$ cat config.mk
export PLATFORM = sky130hd
export DESIGN_NAME = ufes_ep_ctrl
export DESIGN_NICKNAME = d
export VERILOG_FILES = /design/src/rtl/ufes_pkg.sv /design/src/rtl/ufes_fifo.sv /design/src/rtl/ufes_ep_ctrl.sv
export VERILOG_INCLUDE_DIRS = /design/src /design/src/rtl
export SDC_FILE = /design/constraint.sdc
export NUM_CORES = 1
export LEC_CHECK = 0
export ABC_AREA = 1
export BUFFER_PORTS_ARGS = -buffer_cell sky130_fd_sc_hd__buf_4
export CAP_MARGIN = 0
export CORE_MARGIN = 2
export CORE_UTILIZATION = 57
export CTS_BUF_LIST = sky130_fd_sc_hd__clkbuf_4
export CTS_CLUSTER_DIAMETER = 100
export DETAILED_ROUTE_END_ITERATION = 12
export PLACE_DENSITY = 0.78
export SLEW_MARGIN = 20
export SYNTH_ARGS = -nofsm -noshare
export SYNTH_HDL_FRONTEND = slang
export SYNTH_SLANG_ARGS = --single-unit
$ cat constraint.sdc
create_clock -name clk -period 2.6 [get_ports clk]
set_input_delay 0 -clock clk [delete_from_list [all_inputs] [get_ports clk]]
set_output_delay 0 -clock clk [all_outputs]
set_load 0.01 [all_outputs]
$ cat src/rtl/ufes_defines.svh
// Constants for the endpoint stall and buffer control block
`ifndef UFES_DEFINES_SVH
`define UFES_DEFINES_SVH
`define UFES_NUM_EP        4
`define UFES_EP_BULK_OUT   1
`define UFES_EP_BULK_IN    2
`define UFES_SETUP_BYTES   4'h8
`define UFES_PKT_MAX       7'h40
`define UFES_FIFO_DEPTH    32
`define UFES_FIFO_AW       5
`define UFES_REQ_CLR_FEAT  8'h01
`define UFES_REQ_SET_FEAT  8'h03
`define UFES_REQ_GET_STAT  8'h00
`define UFES_REQ_SET_ADDR  8'h05
`define UFES_REQ_GET_DESC  8'h06
`define UFES_REQ_SET_DESC  8'h07
`define UFES_REQ_GET_CONF  8'h08
`define UFES_REQ_SET_CONF  8'h09
`define UFES_REQ_GET_INTF  8'h0a
`define UFES_REQ_SET_INTF  8'h0b
`define UFES_REQ_SYNC      8'h0c
`endif

$ cat src/rtl/ufes_pkg.sv
// Types for the endpoint stall and buffer control block
package ufes_pkg;
    typedef enum logic [1:0] {
        HS_ACK   = 2'b00,
        HS_NAK   = 2'b01,
        HS_STALL = 2'b10
    } ufes_hs_e;
    typedef enum logic [1:0] {
        TK_OUT   = 2'b00,
        TK_IN    = 2'b01,
        TK_SETUP = 2'b10
    } ufes_tok_e;
endpackage : ufes_pkg

$ cat src/rtl/ufes_fifo.sv
// Parameterised valid/ready FIFO for the setup packet path
`timescale 1ns/1ps
module ufes_fifo #(
    parameter int WIDTH = 8,
    parameter int DEPTH = 32,
    parameter int AW    = 5
) (
    input  wire logic             clk,
    input  wire logic             srst,
    input  wire logic             flush,
    input  wire logic             inValid,
    output logic                  inReady,
    input  wire logic [WIDTH-1:0] inData,
    output logic                  outValid,
    input  wire logic             outReady,
    output logic      [WIDTH-1:0] outData
);
    logic [WIDTH-1:0] mem [DEPTH];
    logic [AW:0]      wrPtr_ff;
    logic [AW:0]      rdPtr_ff;
    logic [AW:0]      nxt_wrPtr;
    logic [AW:0]      nxt_rdPtr;
    logic             doWr;
    logic             doRd;
    logic [AW-1:0]    wrAddr;

    assign inReady  = flush || (wrPtr_ff - rdPtr_ff) != (AW+1)'(DEPTH);
    assign outValid = wrPtr_ff != rdPtr_ff;
    assign doWr     = inValid && inReady;
    assign doRd     = outValid && outReady;
    assign outData  = mem[rdPtr_ff[AW-1:0]];
    // A write in the flush cycle lands at entry zero, so no byte is lost
    assign wrAddr   = flush ? '0 : wrPtr_ff[AW-1:0];

    always_comb begin
        nxt_wrPtr = doWr ? wrPtr_ff + 1'b1 : wrPtr_ff;
        nxt_rdPtr = doRd ? rdPtr_ff + 1'b1 : rdPtr_ff;
        if (flush) begin
            nxt_wrPtr = {{AW{1'b0}}, doWr};
            nxt_rdPtr = '0;
        end
    end

    always_ff @(posedge clk) begin
        if (srst) begin
            wrPtr_ff <= '0;
            rdPtr_ff <= '0;
        end else begin
            wrPtr_ff <= nxt_wrPtr;
            rdPtr_ff <= nxt_rdPtr;
        end
        if (doWr) begin
            mem[wrAddr] <= inData;
        end
    end
endmodule : ufes_fifo

$ cat src/rtl/ufes_ep_ctrl.sv
// Endpoint control: request split, stall state, setup FIFO, dual buffers
`timescale 1ns/1ps
`include "ufes_defines.svh"
module ufes_ep_ctrl (
    input  wire logic                     clk,
    input  wire logic                     srst,
    // Transaction from the serial engine
    input  wire logic                     tokValid,
    input  wire ufes_pkg::ufes_tok_e      tokType,
    input  wire logic [1:0]               tokEp,
    input  wire logic                     protoViolation,
    input  wire logic                     outPktDone,
    input  wire logic [6:0]               outPktLen,
    input  wire logic                     inPktAcked,
    output ufes_pkg::ufes_hs_e            hsReply,
    output logic                          hsValid,
    // Setup packet bytes from the bus side
    input  wire logic                     setupByteValid,
    input  wire logic [7:0]               setupByte,
    input  wire logic                     setupDone,
    output logic                          setupByteReady,
    output logic                          autoRequestDone,
    // Firmware side
    input  wire logic [`UFES_NUM_EP-1:0]  stallRequestRegister,
    input  wire logic                     setupDataRead,
    output logic [7:0]                    setupDataPort,
    output logic                          setupDataValid,
    output logic                          setupReceivedFlag,
    input  wire logic                     setupFlagClear,
    output logic                          setupReadAborted,
    output logic [`UFES_NUM_EP-1:0]       hiddenStall,
    input  wire logic                     bulkOutReadDoneTrigger,
    input  wire logic                     bulkOutClear,
    input  wire logic                     bulkOutDmaEnable,
    output logic [6:0]                    bulkOutRxSize,
    output logic                          bulkOutFull,
    input  wire logic                     packetCommitTrigger,
    output logic                          bulkInEmpty,
    output logic [`UFES_NUM_EP-1:0]       inTokenNakFlag,
    input  wire logic [`UFES_NUM_EP-1:0]  inTokenNakClear,
    input  wire logic [`UFES_NUM_EP-1:0]  inFifoHasData
);
    logic [`UFES_NUM_EP-1:0] stall_ff, nxt_stall;
    logic [7:0]              req_ff [8];
    logic [7:0]              nxt_req [8];
    logic [3:0]              setCnt_ff, nxt_setCnt;
    logic [3:0]              rdCnt_ff, nxt_rdCnt;
    logic                    flag_ff, nxt_flag;
    logic                    abort_ff, nxt_abort;
    logic                    auto_ff, nxt_auto;
    logic [1:0]              hs_ff, nxt_hs;
    logic                    hsv_ff, nxt_hsv;
    logic [1:0]              oFull_ff, nxt_oFull;
    logic                    oRd_ff, nxt_oRd;
    logic                    oWr_ff, nxt_oWr;
    logic [6:0]              oLen_ff [2];
    logic [6:0]              nxt_oLen [2];
    logic [1:0]              iFull_ff, nxt_iFull;
    logic                    iWr_ff, nxt_iWr;
    logic                    iTx_ff, nxt_iTx;
    logic [`UFES_NUM_EP-1:0] tr_ff, nxt_tr;
    logic                    pendNak_ff, nxt_pendNak;
    logic [1:0]              pendEp_ff, nxt_pendEp;
    logic                    isStd;
    logic                    fifoValid;
    logic [7:0]              fifoData;
    logic                    fifoPop;
    logic                    setupStart;

    assign setupStart = setupByteValid && setCnt_ff == 4'h0;
    assign fifoPop    = setupDataRead && fifoValid && !setupByteValid;

    ufes_fifo #(.WIDTH(8), .DEPTH(`UFES_FIFO_DEPTH), .AW(`UFES_FIFO_AW)) u_setup_fifo (
        .clk      (clk),
        .srst     (srst),
        // All eight bytes enter; a standard request is dropped once decoded
        .flush    (setupStart || (setupDone && isStd)),
        .inValid  (setupByteValid && setCnt_ff < `UFES_SETUP_BYTES),
        .inReady  (setupByteReady),
        .inData   (setupByte),
        .outValid (fifoValid),
        .outReady (fifoPop),
        .outData  (fifoData)
    );

    always_comb begin
        case (req_ff[1])
            `UFES_REQ_GET_DESC, `UFES_REQ_SET_DESC, `UFES_REQ_SYNC: isStd = 1'b0;
            `UFES_REQ_CLR_FEAT, `UFES_REQ_SET_FEAT, `UFES_REQ_GET_STAT,
            `UFES_REQ_SET_ADDR, `UFES_REQ_GET_CONF, `UFES_REQ_SET_CONF,
            `UFES_REQ_GET_INTF, `UFES_REQ_SET_INTF: isStd = req_ff[0][6:5] == 2'b00;
            default: isStd = 1'b0;
        endcase
    end

    always_comb begin
        nxt_req    = req_ff;
        nxt_setCnt = setCnt_ff;
        nxt_rdCnt  = rdCnt_ff;
        nxt_flag   = flag_ff;
        nxt_abort  = 1'b0;
        nxt_auto   = 1'b0;
        if (setupFlagClear) begin
            nxt_flag = 1'b0;
        end
        if (setupByteValid && setCnt_ff < `UFES_SETUP_BYTES) begin
            nxt_req[setCnt_ff[2:0]] = setupByte;
            nxt_setCnt = setCnt_ff + 4'h1;
        end
        if (setupStart && rdCnt_ff != 4'h0) begin
            nxt_abort = 1'b1;
            nxt_rdCnt = 4'h0;
        end else if (fifoPop) begin
            nxt_rdCnt = (rdCnt_ff == `UFES_SETUP_BYTES - 4'h1) ? 4'h0 : rdCnt_ff + 4'h1;
        end
        if (setupDone) begin
            nxt_setCnt = 4'h0;
            if (!isStd) begin
                nxt_flag = 1'b1;
            end else begin
                nxt_auto = 1'b1;
            end
        end
    end

    always_comb begin
        nxt_stall   = stall_ff;
        nxt_hs      = hs_ff;
        nxt_hsv     = 1'b0;
        nxt_tr      = tr_ff & ~inTokenNakClear;
        nxt_pendNak = 1'b0;
        nxt_pendEp  = tokEp;
        nxt_oFull   = oFull_ff;
        nxt_oRd     = oRd_ff;
        nxt_oWr     = oWr_ff;
        nxt_oLen    = oLen_ff;
        nxt_iFull   = iFull_ff;
        nxt_iWr     = iWr_ff;
        nxt_iTx     = iTx_ff;
        if (pendNak_ff) begin
            nxt_tr[pendEp_ff] = 1'b1;
        end
        if (tokValid && tokType != ufes_pkg::TK_SETUP) begin
            nxt_hsv = 1'b1;
            if (stall_ff[tokEp] || stallRequestRegister[tokEp]) begin
                nxt_stall[tokEp] = 1'b1;
                nxt_hs = ufes_pkg::HS_STALL;
            end else if (tokType == ufes_pkg::TK_OUT && tokEp == 2'(`UFES_EP_BULK_OUT)
                         && oFull_ff == 2'b11) begin
                nxt_hs = ufes_pkg::HS_NAK;
            end else if (tokType == ufes_pkg::TK_IN && !inFifoHasData[tokEp]) begin
                nxt_hs = ufes_pkg::HS_NAK;
                nxt_pendNak = 1'b1;
            end else begin
                nxt_hs = ufes_pkg::HS_ACK;
            end
        end else if (tokValid) begin
            nxt_hsv = 1'b1;
            nxt_hs  = ufes_pkg::HS_ACK;
        end
        if (protoViolation && tokValid) begin
            nxt_stall[tokEp] = 1'b1;
            nxt_hs = ufes_pkg::HS_STALL;
        end
        if (auto_ff && req_ff[0][1:0] == 2'b10) begin
            if (req_ff[1] == `UFES_REQ_SET_FEAT) begin
                nxt_stall[req_ff[4][1:0]] = 1'b1;
            end else if (req_ff[1] == `UFES_REQ_CLR_FEAT) begin
                nxt_stall[req_ff[4][1:0]] = 1'b0;
            end
        end
        if (outPktDone && oFull_ff[oWr_ff] == 1'b0) begin
            nxt_oFull[oWr_ff] = 1'b1;
            nxt_oLen[oWr_ff]  = outPktLen;
            nxt_oWr           = ~oWr_ff;
        end
        if (bulkOutReadDoneTrigger && oFull_ff[oRd_ff]) begin
            nxt_oFull[oRd_ff] = 1'b0;
            nxt_oRd           = ~oRd_ff;
        end
        if (bulkOutClear && !bulkOutDmaEnable) begin
            nxt_oFull = 2'b00;
            nxt_oRd   = 1'b0;
            nxt_oWr   = 1'b0;
        end
        if (packetCommitTrigger && !iFull_ff[iWr_ff]) begin
            nxt_iFull[iWr_ff] = 1'b1;
            nxt_iWr           = ~iWr_ff;
        end
        if (inPktAcked && iFull_ff[iTx_ff]) begin
            nxt_iFull[iTx_ff] = 1'b0;
            nxt_iTx           = ~iTx_ff;
        end
    end

    always_ff @(posedge clk) begin
        if (srst) begin
            req_ff     <= '{default: 8'h00};
            setCnt_ff  <= 4'h0;
            rdCnt_ff   <= 4'h0;
            flag_ff    <= 1'b0;
            abort_ff   <= 1'b0;
            auto_ff    <= 1'b0;
            stall_ff   <= '0;
            hs_ff      <= 2'b00;
            hsv_ff     <= 1'b0;
            tr_ff      <= '0;
            pendNak_ff <= 1'b0;
            pendEp_ff  <= 2'h0;
            oFull_ff   <= 2'b00;
            oRd_ff     <= 1'b0;
            oWr_ff     <= 1'b0;
            oLen_ff    <= '{default: 7'h00};
            iFull_ff   <= 2'b00;
            iWr_ff     <= 1'b0;
            iTx_ff     <= 1'b0;
        end else begin
            req_ff     <= nxt_req;
            setCnt_ff  <= nxt_setCnt;
            rdCnt_ff   <= nxt_rdCnt;
            flag_ff    <= nxt_flag;
            abort_ff   <= nxt_abort;
            auto_ff    <= nxt_auto;
            stall_ff   <= nxt_stall;
            hs_ff      <= nxt_hs;
            hsv_ff     <= nxt_hsv;
            tr_ff      <= nxt_tr;
            pendNak_ff <= nxt_pendNak;
            pendEp_ff  <= nxt_pendEp;
            oFull_ff   <= nxt_oFull;
            oRd_ff     <= nxt_oRd;
            oWr_ff     <= nxt_oWr;
            oLen_ff    <= nxt_oLen;
            iFull_ff   <= nxt_iFull;
            iWr_ff     <= nxt_iWr;
            iTx_ff     <= nxt_iTx;
        end
    end

    assign hsReply           = ufes_pkg::ufes_hs_e'(hs_ff);
    assign hsValid           = hsv_ff;
    assign setupDataPort     = fifoData;
    assign setupDataValid    = fifoValid;
    assign setupReceivedFlag = flag_ff;
    assign setupReadAborted  = abort_ff;
    assign autoRequestDone   = auto_ff;
    assign hiddenStall       = stall_ff;
    assign inTokenNakFlag    = tr_ff;
    assign bulkOutFull       = oFull_ff[oRd_ff];
    // Size of the buffer firmware reads now; zero when it is empty
    assign bulkOutRxSize     = oFull_ff[oRd_ff] ? oLen_ff[oRd_ff] : 7'h00;
    assign bulkInEmpty       = iFull_ff != 2'b11;

    stall_req_a: assert property (@(posedge clk) disable iff (srst)
        tokValid && tokType != ufes_pkg::TK_SETUP && stallRequestRegister[tokEp]
        |=> hsReply == ufes_pkg::HS_STALL && hsValid)
        else $error("stall request not answered with STALL");
    stall_hold_a: assert property (@(posedge clk) disable iff (srst)
        !auto_ff |=> (stall_ff & $past(stall_ff)) == $past(stall_ff))
        else $error("hidden stall dropped without clear feature");
    nak_flag_a: assert property (@(posedge clk) disable iff (srst)
        tokValid && tokType == ufes_pkg::TK_IN && !inFifoHasData[tokEp]
        && !stall_ff[tokEp] && !stallRequestRegister[tokEp] && !protoViolation
        |=> hsReply == ufes_pkg::HS_NAK ##1 inTokenNakFlag[$past(tokEp, 2)])
        else $error("token NAK flag not set after NAK");
    bulk_nak_a: assert property (@(posedge clk) disable iff (srst)
        tokValid && tokType == ufes_pkg::TK_OUT && tokEp == 2'h1 && oFull_ff == 2'b11
        && !stall_ff[1] && !stallRequestRegister[1] && !protoViolation
        |=> hsReply == ufes_pkg::HS_NAK)
        else $error("bulk out not NAKed when both buffers full");
    dma_clear_a: assert property (@(posedge clk) disable iff (srst)
        bulkOutClear && bulkOutDmaEnable && !bulkOutReadDoneTrigger && !outPktDone
        |=> oFull_ff == $past(oFull_ff))
        else $error("bulk out cleared while DMA enabled");
    in_empty_a: assert property (@(posedge clk) disable iff (srst)
        packetCommitTrigger && iFull_ff != 2'b00 && !iFull_ff[iWr_ff] && !inPktAcked
        |=> !bulkInEmpty)
        else $error("bulk in empty flag set with both buffers full");
    setup_flag_a: assert property (@(posedge clk) disable iff (srst)
        setupDone && !isStd |=> setupReceivedFlag && !autoRequestDone)
        else $error("setup flag not raised for firmware request");
    auto_req_a: assert property (@(posedge clk) disable iff (srst)
        setupDone && isStd && !setupReceivedFlag |=> autoRequestDone && !setupReceivedFlag)
        else $error("standard request raised setup flag");
    read_done_a: assert property (@(posedge clk) disable iff (srst)
        bulkOutReadDoneTrigger && oFull_ff[oRd_ff] && !(bulkOutClear && !bulkOutDmaEnable)
        |=> oRd_ff != $past(oRd_ff))
        else $error("read done did not switch buffer");
endmodule : ufes_ep_ctrl

======== Word-level counts from Yosys, hierarchy flattened ========
Memories as Yosys holds them, arrays and structs flattened. A register that Yosys moved wholly into a read port is not among the register bits.
Cells that the tools add are included.
Widths: inputs -> output; s select.
word-level totals
  register bits ........................... 123
  RAM bits ................................ 256
  word-level logic and storage cells ...... 220
  memories ................................ 1
memory list
  name              depth  bits a word  rd ports  clocked after memory_dff  write ports  line             source
  u_setup_fifo.mem  32     8            1         1                         1            ufes_fifo.sv:18  logic [WIDTH-1:0] mem [DEPTH];
operators by class
  add/sub/neg operators ................... 5
  order comparisons ....................... 20
  equality and inequality tests ........... 16
  multiplexer cells ....................... 72
  bitwise operators ....................... 24
  reductions and logical operators ........ 51
operators with widths
  cell                 count
  $bwmux 64            1
  $mux 7               5
  $mux 1               33
  $eq 8x4->1 const B   4
  $mux 4               8
  $logic_and 1x1->1    28
  $demux 8 s3          1
  $mux 2               8
  $or 4x4->4           4
  $mux 5               3
  $bwmux 14            1
  $add 6x1->6 const B  2
  $reduce_or 2->1      6
  $lt 2x3->1 const B   3
  $add 4x1->4 const B  2
  $and 4x4->4          2
  $eq 8x1->1 const B   1
  $eq 8x2->1 const B   1
  $eq 8x3->1 const B   1
  $logic_not 8->1      1
  $lt 1x2->1 const B   4
  $mux 8               1
  $not 4->4            2
  $reduce_or 8->1      1
  32 further kinds     65

======== Logic depth before layout (Yosys ltp) ========
  depth in word-level cells ............... 13
  depth in mapped cells ................... 15
  depth with buffers taken out ............ 15

======== By module ========
Synthesis repeated with hierarchy kept, for this count alone.
unflattened totals
  cell total of the unflattened synthesis .. 1,292
  area total of the unflattened synthesis .. 14,109.8 µm²
modules (own cells, without submodules)
  module        instances  cells an instance  area each (µm²)  sequential area each (µm²)
  ufes_fifo     1          895                11,330.9         8,027.7
  ufes_ep_ctrl  1          397                2,778.9          1,221.2

======== Least setup slack after synthesis ========
No wires, ideal clock.
  path type ............................... register to register
  start ................................... register u_setup_fifo.rdPtr_ff[2]
  end ..................................... memory u_setup_fifo.mem[24][0] (enable)
  setup time .............................. 370 ps
  arrival time ............................ 2,131 ps
  data required time ...................... 2,230 ps
  path slack .............................. 99 ps
  cell stages (with the launch flop) ...... 12
  buffers on the path ..................... 0
  period minus slack after synthesis ...... 2,501 ps
  cells stage by stage .................... dfxtp_1 inv_1 ha_1 a21oi_2 nand2_1 nand2_1 nand3b_1 nand2_1 nor2_2 a21oi_4 nand2_2 nor2_1
on the way
  word-level cells in the longest chain between the ends .. 6
ends and longest elaborated chain
  element                       line             source
  start, declared               ufes_fifo.sv:20  logic [AW:0] rdPtr_ff;
  start signal, assigned        ufes_fifo.sv:50  rdPtr_ff <= nxt_rdPtr;
  $sub 6x6->6                   ufes_fifo.sv:27  assign inReady = flush || (wrPtr_ff - rdPtr_ff) != (AW+1)'(DEPTH);
  $ne 6x6->1                    ufes_fifo.sv:27
  $logic_or 1x1->1              ufes_fifo.sv:27
  $logic_and 1x1->1             ufes_fifo.sv:29  assign doWr = inValid && inReady;
  $mux 1                        ufes_fifo.sv:52  if (doWr) begin
  $mux 1 (not written as such)  ufes_fifo.sv:53  mem[wrAddr] <= inData;
  end, declared                 ufes_fifo.sv:18
Every way passes these cells.

==> results.yml <==
outcome:
  status: "complete, but fails checks"
  failed_checks: "setup timing"
cts:
  clockRootBuffer: "clkbuf_4"
  clk_pin_slew_ns: 0.06
  htreeDepth: 3
  clk_latency_ns: 0.73
  clkSinkCount: 334
  clk_path_buf_depth: 3
  numCtsBuffers: 83
  cts_tree: "yes"
global_routing:
  grt_antenna_before_repair: 1
  grt_usage: 0.292
  grt_pass1_vias: 10900
  grt-ovfl-total: 0
  grt_pass1_wl_um: 58400
  grt_max_degree: 65
pwr:
  leakage_nw: 6.45
  seqPwrFrac: 0.528
  p_sw_mw: 2.78
  pwr-share-comb: 0.082
  power_frac_clock: 0.390
  switching_share: 0.250
  ir_drop_v: 0.000319
  internal_power_mw: 8.33
  power_density_nw_per_um2: 645
synth:
  netlist.top_cell.by_area: "edfxtp_1"
  synthCells: 1287
  ys_warn_count: 0
  ys_ff_latch: 334
  synth_area_leaders: "edfxtp_1, dfxtp_1, nor2_1"
  syn_avg_cell_area_um2: 10.7
  synth_area_um2: 13800
  syn_nets: 1343
  synth_top_area_share: 0.557
  ys_seq_area_frac: 0.670
  ys_types: 35
routing:
  vias_per_cell: 5.97
  first_iter_violations: 1519
  routedWlPerCell_um: 20.5
  routed_wl_um: 39200
  ant_nets: 0
  drc_errors: 0
  drt_pass1_iterations: 6
  via_count: 11400
worst_setup_path:
  critPathBufInv: 3
  worstPathArrival_ns: 2.62
  crit_chain: "buf_12, clkbuf_16, o21ai_1, o221ai_2, nand3_1, o21ai_1, nor2_1, a21oi_2, buf_4"
  crit_top_cell: "o21ai_1"
  crit_family: "compound AO/OA/AOI/OAI gates"
  cp_max_fo: 12
  required_ns: 2.60
  cp_slowest_cell: "dfxtp_4"
  critical_path.max_stage_delay_ns: 0.45
  cp-start-kind: "flop"
  path_class: "reg2out"
  end_kind: "output pin"
timing:
  rsz0062_at_grt: "true"
  fin_ws_ns: -0.0204
  finClkSkew_ns: 0.0610
  setup_tns_ns: -0.0204
  setup_viol: 1
  hold_viol: 0
  hold_ws_ns: 0.00896
  fin_crit_ns: 2.62
  slew_viol_final: 0
  slew_headroom: 0.508
  min_period_over_period: 1.01
  fmax_ghz: 0.382
  tightest_slew_ns: 0.737
die:
  rows: 56
  die-area_um2: 25500
  pin_count: 78
  core_region_area_um2: 23600
  dieWidth_um: 160
  start_util: 0.585
  die-height_um: 160
min_path:
  hp-class: "in2reg"
cells_and_area:
  drive_gt1_frac: 0.209
  final_cell_area_um2: 17200
  area_delta_synth_final_pct: 24.6
  fin_nets: 1580
placed_design:
  dp_hpwl_um: 21400
  port_buffers: 77
  place.gp.congestion: 0.869
  placed_area_um2: 15000
run:
  max_cap_violations: 0
sequential cells by signal, indices dropped and copies added, names as in the netlist, 2 cells and up, named ones only:
name and count:
u_setup_fifo.mem 256, rdCnt_ff 4, pendEp_ff 2, setCnt_ff 4, oFull_ff 2, u_setup_fifo.wrPtr_ff 6
iFull_ff 2, oLen_ff 14, inTokenNakFlag 4, hiddenStall 4, req_ff 14, hsReply 2
u_setup_fifo.rdPtr_ff 6
synth_stat cells, drive strengths merged:
master,instances
nor2,264
edfxtp,256
o21ai,184
nand2,124
inv,83
dfxtp,78
a21oi,63
nand3,56
clkbuf,50
o221ai,50
o22ai,14
buf,11
ha,11
a31oi,10
nor3,7
xor2,7
nand4,5
clkinv,4
nand3b,3
nor4,2
a21boi,1
a41oi,1
and3,1
or2,1
xnor2,1
metrics by stage:
step | util | std cells | worst slack, ns | power, mW
2_1_floorplan | - | 1287 | 0.0987 | 6.37
3_3_place_gp | 0.637 | 1681 | 0.0631 | 6.69
3_5_place_dp | 0.637 | 1681 | -0.0268 | 6.71
4_1_cts | 0.712 | 1894 | 0.000119 | 11.0
5_1_grt | 0.729 | 1906 | -0.0645 | 11.5
6_report | 0.729 | 1906 | -0.0204 | 11.1
power groups by stage:
| stage | sequential [mW] | clock [mW] | combinational, mW |
|---|---|---|---|
| final | 5.86 | 4.33 | 0.915 |
| after floorplan | 5.96 | 0 | 0.404 |
| after global routing | 5.87 | 4.65 | 0.985 |
| after global placement | 5.97 | 0 | 0.724 |
| after detailed placement | 5.97 | 0 | 0.741 |
| after CTS | 5.86 | 4.32 | 0.824 |
logic make-up (layout without fill, tap and decap cells):
logic type | after synthesis | after routing | share of synthesized area
and+or+nand+nor | 463 | 463 | 0.140
DFF | 334 | 334 | 0.670
AOI/OAI and AO/OA | 323 | 323 | 0.134
buffers and inverters | 148 | 447 | 0.0412
adders and majority gates | 11 | 11 | 0.00996
xor gates and xnor gates | 8 | 8 | 0.00507
other | 0 | 1 | 0
layout make-up:
type,count,area (µm²)
fillers,1515,6400
repair buffers,211,2000
diodes,1,2.50
flip-flops and latches,334,9260
multi-input cells,805,4150
well taps,319,399
clock inverters,32,176
inverters,87,348
clock buffers,115,863
repair inverters,2,16.3
path summary, 6_finish.rpt:
check	slack [ns]	depth (start not counted)	end	from
worst max-delay path	-0.02	9	setupDataPort[5]	flop
worst min-delay path	0.009	9	hiddenStall[2]$_SDFF_PP0_	stallRequestRegister[3]
worst min register to register	0.46	2	oLen_ff[8]$_SDFFE_PP0P_	oLen_ff[8]$_SDFFE_PP0P_
worst max register to register	0.09	13	u_setup_fifo.mem[22][3]$_DFFE_PP_	req_ff[55]$_SDFFE_PP0P_
cells in the final DEF (no fill, tap or decap), types with 9 or more instances in the layout:
cell type	n
nand3_1	51
buf_4	128
clkinv_1	22
dfxtp_1	73
clkbuf_4	115
o21ai_1	11
a21oi_2	9
a21oi_1	53
dlygate4sd3_1	60
nor2_1	252
nand2_1	120
edfxtp_1	256
inv_1	80
o22ai_1	14
o221ai_1	48
o21ai_0	172
layer usage:
metal	wire, µm	global-route usage
met1	14700	0.381
met2	18300	0.466
met3	4690	0.0740
met4	1450	0.126
met5	0	0
worst min-delay path, delay by kind of cell:
kind / cells / cell delay (ns)
buffers and inverters: 1 / 0.08
AND/OR/NAND/NOR: 5 / 0.31
AO/OA/AOI/OAI: 3 / 0.28
repair_timing:
action                     4_1_cts  5_1_grt
resized for setup               16       57
pin swaps                        3       20
gates cloned                     2        6
hold endpoints to repair       331        0
setup endpoints to repair       70      224
buffers inserted                 4        5
hold buffers                    60        0
Note: power is estimated with default switching activity, not from simulation.
